`src/include/cbf_pkg.sv`:
```
package cbf_pkg;
  // Bus and datapath widths
  localparam int DATA_W     = 16;
  localparam int ADDR_W     = 8;
  localparam int BYTE_W     = 8;
  localparam int FIFO_DEPTH = 8;
  localparam int CNT_W      = 4;
  localparam int STREAM_W   = 24;

  // Mode setup pattern: key on the high lane, mode bits on the low lane
  localparam logic [7:0] SETUP_KEY   = 8'h5a;
  localparam int         MODE_BE_BIT = 0;
  localparam int         MODE_BIG_BIT = 1;

  // Register addresses
  localparam logic [ADDR_W-1:0] ADR_CHIP_CFG  = 8'h00;
  localparam logic [ADDR_W-1:0] ADR_ATTACH    = 8'h02;
  localparam logic [ADDR_W-1:0] ADR_AREA_CLR  = 8'h04;
  localparam logic [ADDR_W-1:0] ADR_WR_SPACE  = 8'h06;
  localparam logic [ADDR_W-1:0] ADR_RD_COUNT  = 8'h08;
  localparam logic [ADDR_W-1:0] ADR_FIFO_WORD = 8'h0a;
  localparam logic [ADDR_W-1:0] ADR_BYTE_WR   = 8'h0c;
  localparam logic [ADDR_W-1:0] ADR_BYTE_RD   = 8'h0e;
  localparam logic [ADDR_W-1:0] ADR_RAM_PORT  = 8'h10;
  localparam logic [ADDR_W-1:0] ADR_RAM_PTR   = 8'h12;
  localparam logic [ADDR_W-1:0] ADR_STREAM_HI = 8'h14;
  localparam logic [ADDR_W-1:0] ADR_STREAM_LO = 8'h16;

  // Field positions
  localparam int ATTACH_WR_BIT = 0;
  localparam int ATTACH_RD_BIT = 1;
  localparam int RD_VALID_BIT  = 15;
  localparam int READY_BIT     = 4;

  // Reset values
  localparam logic [DATA_W-1:0]   DATA_RESET   = 16'h0000;
  localparam logic [STREAM_W-1:0] STREAM_RESET = 24'h00_0000;
  localparam logic [BYTE_W-1:0]   BYTE_ZERO    = 8'h00;

  typedef enum logic [4:0] {
    ST_UNINIT      = 5'b00001,
    ST_SETUP_GAP   = 5'b00010,
    ST_CONFIRM     = 5'b00100,
    ST_CONFIRM_GAP = 5'b01000,
    ST_READY       = 5'b10000
  } cbf_state_t;
endpackage

```
`src/rtl/cbf_byte_fifo.sv`:
```
module cbf_byte_fifo #(
  parameter int WIDTH = 8,
  parameter int DEPTH = 8
) (
  input  wire logic                       clock,
  input  wire logic                       resetn,
  input  wire logic                       clock_en,
  input  wire logic                       flush,
  input  wire logic [WIDTH-1:0]           in_data,
  input  wire logic                       in_valid,
  output logic                            in_ready,
  output logic [WIDTH-1:0]                out_data,
  output logic                            out_valid,
  input  wire logic                       out_ready,
  output logic [$clog2(DEPTH+1)-1:0]      fill
);
  localparam int PTR_W = $clog2(DEPTH);
  localparam int CW    = $clog2(DEPTH+1);

  logic [WIDTH-1:0] mem_reg [DEPTH];
  logic [PTR_W-1:0] wr_ptr_reg;
  logic [PTR_W-1:0] rd_ptr_reg;
  logic [CW-1:0]    count_reg;
  logic             push;
  logic             pop;

  // Full and empty come from the count, so back-pressure is exact
  // Handshakes are offered only while enabled: a frozen buffer must
  // never let the far side believe that a byte moved
  assign in_ready  = clock_en && count_reg != CW'(DEPTH);
  assign out_valid = clock_en && count_reg != '0;
  assign out_data  = mem_reg[rd_ptr_reg];
  assign fill      = count_reg;
  assign push      = in_valid && in_ready;
  assign pop       = out_valid && out_ready;

  // Pointers and count; flush empties the buffer in one cycle
  always_ff @(posedge clock) begin
    if (!resetn) begin
      wr_ptr_reg <= '0;
      rd_ptr_reg <= '0;
      count_reg  <= '0;
    end else if (clock_en) begin
      if (flush) begin
        wr_ptr_reg <= '0;
        rd_ptr_reg <= '0;
        count_reg  <= '0;
      end else begin
        if (push) begin
          wr_ptr_reg <= PTR_W'(wr_ptr_reg + 1'b1);
        end
        if (pop) begin
          rd_ptr_reg <= PTR_W'(rd_ptr_reg + 1'b1);
        end
        if (push && !pop) begin
          count_reg <= CW'(count_reg + 1'b1);
        end else if (pop && !push) begin
          count_reg <= CW'(count_reg - 1'b1);
        end
      end
    end
  end

  // Storage needs no reset; the count guards stale entries
  always_ff @(posedge clock) begin
    if (clock_en && push && !flush) begin
      mem_reg[wr_ptr_reg] <= in_data;
    end
  end
endmodule

```
`src/rtl/cbf_cpu_port.sv`:
```
module cbf_cpu_port
  import cbf_pkg::*;
(
  input  wire logic                         clock,
  input  wire logic                         resetn,
  input  wire logic                         clock_en,
  input  wire logic                         chip_select_n,
  input  wire logic                         read_strobe_n,
  input  wire logic                         low_byte_write_strobe_n,
  input  wire logic                         high_byte_write_strobe_n,
  input  wire logic                         upper_byte_enable_n,
  input  wire logic                         lower_byte_enable_n,
  input  wire logic [cbf_pkg::ADDR_W-1:0]   address,
  input  wire logic [cbf_pkg::DATA_W-1:0]   data_in,
  output logic [cbf_pkg::DATA_W-1:0]        data_out,
  output logic                              data_oe_n,
  output logic                              interface_ready,
  output logic [cbf_pkg::BYTE_W-1:0]        tx_data,
  output logic                              tx_valid,
  input  wire logic                         tx_ready,
  input  wire logic [cbf_pkg::BYTE_W-1:0]   rx_data,
  input  wire logic                         rx_valid,
  output logic                              rx_ready,
  output logic [cbf_pkg::DATA_W-1:0]        ram_write_data,
  output logic [1:0]                        ram_write_lanes,
  output logic                              ram_write_strobe
);
  import cbf_pkg::*;

  cbf_state_t          state_reg;
  logic                be_mode_reg;
  logic                big_endian_reg;
  logic                wr_act_prev_reg;
  logic                rd_act_prev_reg;
  logic                wr_attach_reg;
  logic                rd_attach_reg;
  logic                wr_boundary_reg;
  logic                rd_boundary_reg;
  logic                pend_reg;
  logic [BYTE_W-1:0]   pend_data_reg;
  logic                rd_second_reg;
  logic                rd_valid_reg;
  logic [CNT_W-1:0]    rd_count_reg;
  logic [STREAM_W-1:0] stream_cnt_reg;
  logic [DATA_W-1:0]   snap_reg;
  logic [DATA_W-1:0]   ram_ptr_reg;
  logic [DATA_W-1:0]   data_out_reg;
  logic                data_oe_n_reg;
  logic                wr_act;
  logic                rd_act;
  logic                wr_start;
  logic                rd_start;
  logic                lane_hi;
  logic                lane_lo;
  logic                lane_first;
  logic                lane_second;
  logic [BYTE_W-1:0]   byte_first;
  logic [BYTE_W-1:0]   byte_second;
  logic                word_wr;
  logic                wpush;
  logic [BYTE_W-1:0]   wdata;
  logic                pend_set;
  logic                tx_in_ready;
  logic [CNT_W-1:0]    tx_fill;
  logic [CNT_W-1:0]    wr_space;
  logic                wr_accept;
  logic                rpop;
  logic                rx_out_valid;
  logic [BYTE_W-1:0]   rx_head;
  logic [CNT_W-1:0]    rx_fill;
  logic                attach_wr;
  logic                detach_rd;
  logic                area_clr;
  logic                is_ready;

  assign is_ready = state_reg[READY_BIT];

  // Lane decode per bus mode; both modes share the one read strobe
  assign lane_hi = be_mode_reg ? !upper_byte_enable_n
                               : !high_byte_write_strobe_n;
  assign lane_lo = be_mode_reg ? !lower_byte_enable_n
                               : !low_byte_write_strobe_n;
  assign wr_act  = !chip_select_n && (be_mode_reg ?
                   !low_byte_write_strobe_n :
                   (!low_byte_write_strobe_n || !high_byte_write_strobe_n));
  assign rd_act  = !chip_select_n && !read_strobe_n;
  // Each access acts once, on its first sampled cycle
  assign wr_start = is_ready && wr_act && !wr_act_prev_reg;
  assign rd_start = is_ready && rd_act && !rd_act_prev_reg;

  // Stream order: big-endian puts the earlier byte on the high lane
  assign lane_first  = big_endian_reg ? lane_hi : lane_lo;
  assign lane_second = big_endian_reg ? lane_lo : lane_hi;
  assign byte_first  = big_endian_reg ? data_in[15:8] : data_in[7:0];
  assign byte_second = big_endian_reg ? data_in[7:0] : data_in[15:8];

  assign word_wr   = wr_start && wr_attach_reg && address == ADR_FIFO_WORD;
  assign attach_wr = wr_start && address == ADR_ATTACH;
  assign detach_rd = attach_wr && rd_attach_reg && !data_in[ATTACH_RD_BIT];
  assign area_clr  = wr_start && address == ADR_AREA_CLR;
  assign wr_space  = CNT_W'(FIFO_DEPTH) - tx_fill;
  assign wr_accept = wpush && tx_in_ready;

  // Mode setup walk; mode bits are captured with the setup write
  always_ff @(posedge clock) begin
    if (!resetn) begin
      state_reg      <= ST_UNINIT;
      be_mode_reg    <= 1'b0;
      big_endian_reg <= 1'b0;
    end else if (clock_en) begin
      case (state_reg)
        ST_UNINIT: begin
          if (!chip_select_n && !low_byte_write_strobe_n &&
              data_in[15:8] == SETUP_KEY) begin
            state_reg      <= ST_SETUP_GAP;
            be_mode_reg    <= data_in[MODE_BE_BIT];
            big_endian_reg <= data_in[MODE_BIG_BIT];
          end
        end
        ST_SETUP_GAP: begin
          if (chip_select_n) state_reg <= ST_CONFIRM;
        end
        ST_CONFIRM: begin
          if (!chip_select_n) state_reg <= ST_CONFIRM_GAP;
        end
        ST_CONFIRM_GAP: begin
          if (chip_select_n) state_reg <= ST_READY;
        end
        ST_READY: state_reg <= ST_READY;
        default:  state_reg <= ST_UNINIT;
      endcase
    end
  end

  // Access edge history
  always_ff @(posedge clock) begin
    if (!resetn) begin
      wr_act_prev_reg <= 1'b0;
      rd_act_prev_reg <= 1'b0;
    end else if (clock_en) begin
      wr_act_prev_reg <= wr_act;
      rd_act_prev_reg <= rd_act;
    end
  end

  // Attach bits are taken from the bus on the internal clock
  always_ff @(posedge clock) begin
    if (!resetn) begin
      wr_attach_reg <= 1'b0;
      rd_attach_reg <= 1'b0;
    end else if (clock_en && attach_wr) begin
      wr_attach_reg <= data_in[ATTACH_WR_BIT];
      rd_attach_reg <= data_in[ATTACH_RD_BIT];
    end
  end

  // Write byte selection; a pending second byte always goes first
  always_comb begin
    wpush    = 1'b0;
    wdata    = BYTE_ZERO;
    pend_set = 1'b0;
    if (pend_reg) begin
      wpush = 1'b1;
      wdata = pend_data_reg;
    end else if (word_wr) begin
      if (wr_boundary_reg) begin
        if (lane_second) begin
          wpush = 1'b1;
          wdata = byte_second;
        end
      end else if (lane_first) begin
        wpush    = 1'b1;
        wdata    = byte_first;
        pend_set = lane_second && wr_space > CNT_W'(1);
      end
    end else if (wr_start && wr_attach_reg && address == ADR_BYTE_WR) begin
      wpush = 1'b1;
      wdata = data_in[7:0];
    end
  end
  // A first-lane-only write over a boundary falls through above

  // Second byte of a word write lands one cycle after the first
  always_ff @(posedge clock) begin
    if (!resetn) begin
      pend_reg      <= 1'b0;
      pend_data_reg <= BYTE_ZERO;
    end else if (clock_en) begin
      pend_reg      <= pend_set && wr_accept;
      pend_data_reg <= byte_second;
    end
  end

  // Boundary tracks byte parity, so 4-byte rows act like 2-byte ones
  always_ff @(posedge clock) begin
    if (!resetn) begin
      wr_boundary_reg <= 1'b0;
    end else if (clock_en) begin
      if (area_clr) begin
        wr_boundary_reg <= 1'b0;
      end else if (wr_accept) begin
        wr_boundary_reg <= !wr_boundary_reg;
      end
    end
  end

  // Bytes sent toward the link; a wide counter that must read stable
  always_ff @(posedge clock) begin
    if (!resetn) begin
      stream_cnt_reg <= STREAM_RESET;
    end else if (clock_en && tx_valid && tx_ready) begin
      stream_cnt_reg <= STREAM_W'(stream_cnt_reg + 1'b1);
    end
  end

  // Top-byte read freezes the lower word against carry mid-access
  always_ff @(posedge clock) begin
    if (!resetn) begin
      snap_reg <= DATA_RESET;
    end else if (clock_en && rd_start && address == ADR_STREAM_HI) begin
      snap_reg <= stream_cnt_reg[15:0];
    end
  end

  // Direct RAM port: pointer steps by bytes written, no space check
  always_ff @(posedge clock) begin
    if (!resetn) begin
      ram_ptr_reg      <= DATA_RESET;
      ram_write_data   <= DATA_RESET;
      ram_write_lanes  <= 2'b00;
      ram_write_strobe <= 1'b0;
    end else if (clock_en) begin
      ram_write_strobe <= 1'b0;
      if (wr_start && address == ADR_RAM_PTR) begin
        ram_ptr_reg <= data_in;
      end else if (wr_start && address == ADR_RAM_PORT) begin
        ram_write_data   <= data_in;
        ram_write_lanes  <= {lane_hi, lane_lo};
        ram_write_strobe <= 1'b1;
        ram_ptr_reg      <= DATA_W'(ram_ptr_reg + DATA_W'(lane_hi)
                                    + DATA_W'(lane_lo));
      end
    end
  end

  // Read pops: one on the access edge, one more for a full word
  always_comb begin
    rpop = 1'b0;
    if (rd_second_reg) begin
      rpop = rx_out_valid;
    end else if (rd_start && rd_attach_reg &&
                 (address == ADR_FIFO_WORD || address == ADR_BYTE_RD)) begin
      rpop = rx_out_valid;
    end
  end

  always_ff @(posedge clock) begin
    if (!resetn) begin
      rd_second_reg <= 1'b0;
    end else if (clock_en) begin
      rd_second_reg <= rd_start && rd_attach_reg &&
                       address == ADR_FIFO_WORD && !rd_boundary_reg &&
                       rx_fill > CNT_W'(1);
    end
  end

  // Detach drops the odd byte state; clear beats a pop
  always_ff @(posedge clock) begin
    if (!resetn) begin
      rd_boundary_reg <= 1'b0;
    end else if (clock_en) begin
      if (detach_rd || area_clr) begin
        rd_boundary_reg <= 1'b0;
      end else if (rpop) begin
        rd_boundary_reg <= !rd_boundary_reg;
      end
    end
  end

  // Ready count becomes valid one cycle after attach, then tracks fill
  always_ff @(posedge clock) begin
    if (!resetn) begin
      rd_valid_reg <= 1'b0;
      rd_count_reg <= '0;
    end else if (clock_en) begin
      rd_valid_reg <= rd_attach_reg;
      rd_count_reg <= rd_attach_reg ? rx_fill : '0;
    end
  end

  // Read data; the unused lane of a partial word reads as zero
  always_ff @(posedge clock) begin
    if (!resetn) begin
      data_out_reg <= DATA_RESET;
    end else if (clock_en) begin
      if (rd_second_reg) begin
        if (big_endian_reg) data_out_reg[7:0] <= rx_head;
        else data_out_reg[15:8] <= rx_head;
      end else if (rd_start) begin
        data_out_reg <= DATA_RESET;
        case (address)
          ADR_CHIP_CFG: begin
            data_out_reg[MODE_BE_BIT]  <= be_mode_reg;
            data_out_reg[MODE_BIG_BIT] <= big_endian_reg;
          end
          ADR_ATTACH: begin
            data_out_reg[ATTACH_WR_BIT] <= wr_attach_reg;
            data_out_reg[ATTACH_RD_BIT] <= rd_attach_reg;
          end
          ADR_WR_SPACE:  data_out_reg[CNT_W-1:0] <= wr_space;
          ADR_RD_COUNT: begin
            data_out_reg[CNT_W-1:0]    <= rd_count_reg;
            data_out_reg[RD_VALID_BIT] <= rd_valid_reg;
          end
          ADR_FIFO_WORD: begin
            if (rpop && (rd_boundary_reg == big_endian_reg)) begin
              data_out_reg[7:0] <= rx_head;
            end else if (rpop) begin
              data_out_reg[15:8] <= rx_head;
            end
          end
          ADR_BYTE_RD: if (rpop) data_out_reg[7:0] <= rx_head;
          ADR_RAM_PTR:   data_out_reg <= ram_ptr_reg;
          ADR_STREAM_HI: data_out_reg[7:0] <= stream_cnt_reg[23:16];
          ADR_STREAM_LO: data_out_reg <= snap_reg;
          default:       data_out_reg <= DATA_RESET;
        endcase
      end
    end
  end

  // Enable follows select and read strobe by one sampling cycle
  always_ff @(posedge clock) begin
    if (!resetn) begin
      data_oe_n_reg <= 1'b1;
    end else if (clock_en) begin
      data_oe_n_reg <= !(is_ready && rd_act);
    end
  end

  assign data_out        = data_out_reg;
  assign data_oe_n       = data_oe_n_reg;
  assign interface_ready = state_reg[READY_BIT];

  cbf_byte_fifo #(.WIDTH(BYTE_W), .DEPTH(FIFO_DEPTH)) u_tx_fifo (
    .clock     (clock),
    .resetn    (resetn),
    .clock_en  (clock_en),
    .flush     (area_clr),
    .in_data   (wdata),
    .in_valid  (wpush),
    .in_ready  (tx_in_ready),
    .out_data  (tx_data),
    .out_valid (tx_valid),
    .out_ready (tx_ready),
    .fill      (tx_fill)
  );

  cbf_byte_fifo #(.WIDTH(BYTE_W), .DEPTH(FIFO_DEPTH)) u_rx_fifo (
    .clock     (clock),
    .resetn    (resetn),
    .clock_en  (clock_en),
    .flush     (area_clr),
    .in_data   (rx_data),
    .in_valid  (rx_valid),
    .in_ready  (rx_ready),
    .out_data  (rx_head),
    .out_valid (rx_out_valid),
    .out_ready (rpop && clock_en),
    .fill      (rx_fill)
  );
endmodule

```
`config.mk`:
```
export PLATFORM = sky130hd
export DESIGN_NAME = cbf_cpu_port
export DESIGN_NICKNAME = d
export VERILOG_FILES = /design/src/include/cbf_pkg.sv /design/src/rtl/cbf_byte_fifo.sv /design/src/rtl/cbf_cpu_port.sv
export SDC_FILE = /design/constraint.sdc
export NUM_CORES = 1
export LEC_CHECK = 0
export BUFFER_PORTS_ARGS = -buffer_cell sky130_fd_sc_hd__buf_4
export CORE_UTILIZATION = 46
export DETAILED_ROUTE_END_ITERATION = 8
export PLACE_DENSITY_LB_ADDON = 0.15
export SETUP_SLACK_MARGIN = 0.1
export SLEW_MARGIN = 30
export SYNTH_ARGS = -nofsm -noshare
export SYNTH_HDL_FRONTEND = slang
export SYNTH_SLANG_ARGS = --single-unit
```
`constraint.sdc`:
```
create_clock -name clock -period 3.55 [get_ports clock]
set_clock_uncertainty 0.15 [all_clocks]
set_input_delay 0.71 -clock clock [delete_from_list [all_inputs] [get_ports clock]]
set_output_delay 0.71 -clock clock [all_outputs]
set_load 0.01 [all_outputs]
```
==> results.yml <==
placement:
  placed_area_um2: 14000
  io_buffers: 89
  hpwl_mm: 23.6
  gp_routability_congestion: 0.863
die:
  io_pins: 90
  die_w_um: 168
  design.die.area_um2: 28100
  num_rows: 60
  start_util: 0.469
  core_um2: 27000
  die_y_um: 168
synthesis:
  synth_seq_cells: 274
  netlist_instances: 1185
  ys_seq_area_frac: 0.535
  synth_top_family_by_area: "simple AND/OR/NAND/NOR gates"
  synth_edf_count: 128
  netlist.area_leader.share: 0.304
  synth-xor-area-share: 0.0198
  yosys.area.top_type: "edfxtp_1"
  synth_flop_cell: "dfxtp_1"
  synth-compound-area-share: 0.122
  synth_cell_type_count: 78
  synth_area_leaders: "edfxtp_1 (30%), dfxtp_1 (23%), mux4_2 (5.7%)"
  synth-simple-area-share: 0.175
  synth_mux_area_frac: 0.101
  syn-mean-instance-area_um2: 10.7
  async_flop_share: 0
  syn_nets: 1243
  yosys.area_share.adder: 0.0168
  ys_warn_count: 0
  syn_area_um2: 12600
timing:
  period_share: 0.913
  fmax_mhz: 309
  finalMaxSlewViolations: 0
  finalCriticalPeriod_ns: 3.24
  rsz0062_at_grt: "no"
  setup_tns_ns: 0
  setup_violations: 0
  hold_viol_final: 0
  tightestPinTransition_ns: 0.886
  max_slew_margin: 0.407
critical_path:
  worstSetupStartpoint: "be_mode_reg"
  reg2reg_depth: 11
  critPathLaunchType: "register"
  critPathRequiredTime_ns: 3.90
  critPathKind: "register to register"
  cp-end-kind: "register"
  reg2reg_from: "be_mode_reg"
  cp_max_fo: 6
  rr_endpoint: "ram_ptr_reg[12]"
  critical_path_arrival_ns: 3.59
  r2r_slack_ns: 0.31
  endpoint: "ram_ptr_reg[12]"
global_routing:
  track_usage: 0.236
  grt_max_degree: 52
  gr-total-overflow: 0
  grt_pass1_vias: 8984
  grt_pass1_wl_mm: 52.0
  antenna_found_initial: 0
routing:
  via_per_inst: 5.78
  wl_per_cell_um: 19.9
  num_vias: 9601
  wirelength_mm: 33.0
  ant_nets: 0
  drc_errors: 0
  drt_iter0_drc: 708
  dr.pass1.iters: 5
pwr:
  ir_drop_mv: 0.374
  power.density_nw_per_um2: 447
  power.leakage_nw: 5.42
clocking:
  hold_buffers: 0
  cts_sinks: 274
  numCtsBuffers: 29
  worstSkewPairLatency_ns: 0.56
  cts_tree: "done"
  clk_pin_slew_ns: 0.06
  clk_path_buf_depth: 3
  cts_max_level: 1
  cts_root_buf: "clkbuf_16"
final_layout:
  fin_area_um2: 15000
  final_cell_mix: "buf_4 (155), nand2_1 (148), dfxtp_1 (146), edfxtp_1 (128), a21oi_1 (103)"
  drive_gt1_frac: 0.214
  area_delta_synth_final_pct: 18.4
  fin_nets: 1355
  mostFrequentLayoutCell: "buf_4"
  diodes: 0
min_path:
  hold_path.class: "input port to register"
run:
  drv_cap: 0
status:
  status: "finished clean"
-- Yosys cell counts (5+ instances only) --
library cell  count
a211oi_1         15
a21o_1            5
a21oi_1         104
a22oi_1          12
a31oi_1           9
and2_1           12
and3_1           14
and4_1            5
buf_1             7
buf_2             5
clkbuf_1         60
dfxtp_1         146
edfxtp_1        128
ha_1             13
inv_1            20
mux2_2           17
mux2i_1          37
mux4_2           32
nand2_1         148
nand2b_1         15
nand3_1          35
nand4_1          18
nor2_1           84
nor2b_1          12
nor3_1           22
nor4_1           13
o211ai_1          8
o21a_1           11
o21ai_0          48
o22ai_1           6
or2_2             8
or3_1            13
or4_1             6
xnor2_1          10
xor2_1           16
-- how the worst min path moves through the flow --
stage | start | endpoint | slack [ns] | cells after the start
finish | rx_data[1] | u_rx_fifo.mem_reg[1][1] | 0.24 | 1
global route | rx_data[2] | u_rx_fifo.mem_reg[7][2] | 0.23 | 1
CTS | rx_data[1] | u_rx_fifo.mem_reg[1][1] | 0.22 | 1
detailed placement | snap_reg[15] | snap_reg[15] | 0.29 | 2
global placement | snap_reg[4] | snap_reg[4] | 0.28 | 2
floorplan | snap_reg[6] | snap_reg[6] | 0.28 | 2
-- timing repair --
action,in CTS,in global routing
resized for setup,0,1
setup buffers,0,0
setup endpoints to repair,0,2
hold endpoints to repair,0,0
-- cells by family after synthesis --
kind of cell,count (synthesis)
multiplexers,86
flip-flops,274
AND/OR/NAND/NOR,435
AO/OA/AOI/OAI,252
adder cells (fa/ha/maj),16
XOR/XNOR,27
buffers and inverters,95
-- critical path, cell delays in order, from the launching register on --
cell,delay (ns)
dfxtp_1,0.52
mux2i_2,0.36
inv_1,0.13
fa_1,0.44
inv_1,0.08
ha_1,0.18
and3_1,0.22
and4_1,0.29
nand3_1,0.15
or3_1,0.37
a21boi_0,0.16
o21a_1,0.12
-- area by class of cell --
class | instances | area [um2]
clock inverters | 19 | 239
flip-flops and latches | 274 | 6770
repair buffers | 156 | 1180
multi-input cells | 816 | 5530
clock buffers | 35 | 748
inverters | 20 | 75.1
well taps | 341 | 427
fillers | 2321 | 12000
-- power by group --
group | internal, mW | leakage, nW | switching, mW
logic | 0.0876 | 2.45 | 0.159
clock network | 1.87 | 0.476 | 1.26
registers | 3.31 | 2.50 | 0.0108
total | 5.27 | 5.42 | 1.43
-- metrics by stage --
stage | hold slack, ns | power, mW | util | instances | worst slack (ns)
floorplan | 0.278 | 3.50 | - | 1185 | 0.0498
global placement | 0.285 | 3.63 | 0.519 | 1607 | 0.142
detailed placement | 0.292 | 3.63 | 0.519 | 1607 | 0.0556
CTS | 0.217 | 6.75 | 0.555 | 1661 | 0.285
global route | 0.230 | 6.88 | 0.555 | 1661 | 0.104
finish | 0.241 | 6.69 | 0.555 | 1661 | 0.310
-- metal layers --
| layer | vias up | global-route usage | part of all wire |
|---|---|---|---|
| met4 | 0 | 0.0598 | 0.021 |
| met3 | 47 | 0.0336 | 0.063 |
| met2 | 304 | 0.363 | 0.45 |
| met1 | 4654 | 0.349 | 0.47 |
| li1 | 4596 | - | - |
| met5 | - | 0 | 0 |
Power figures use the tool's default switching activity.
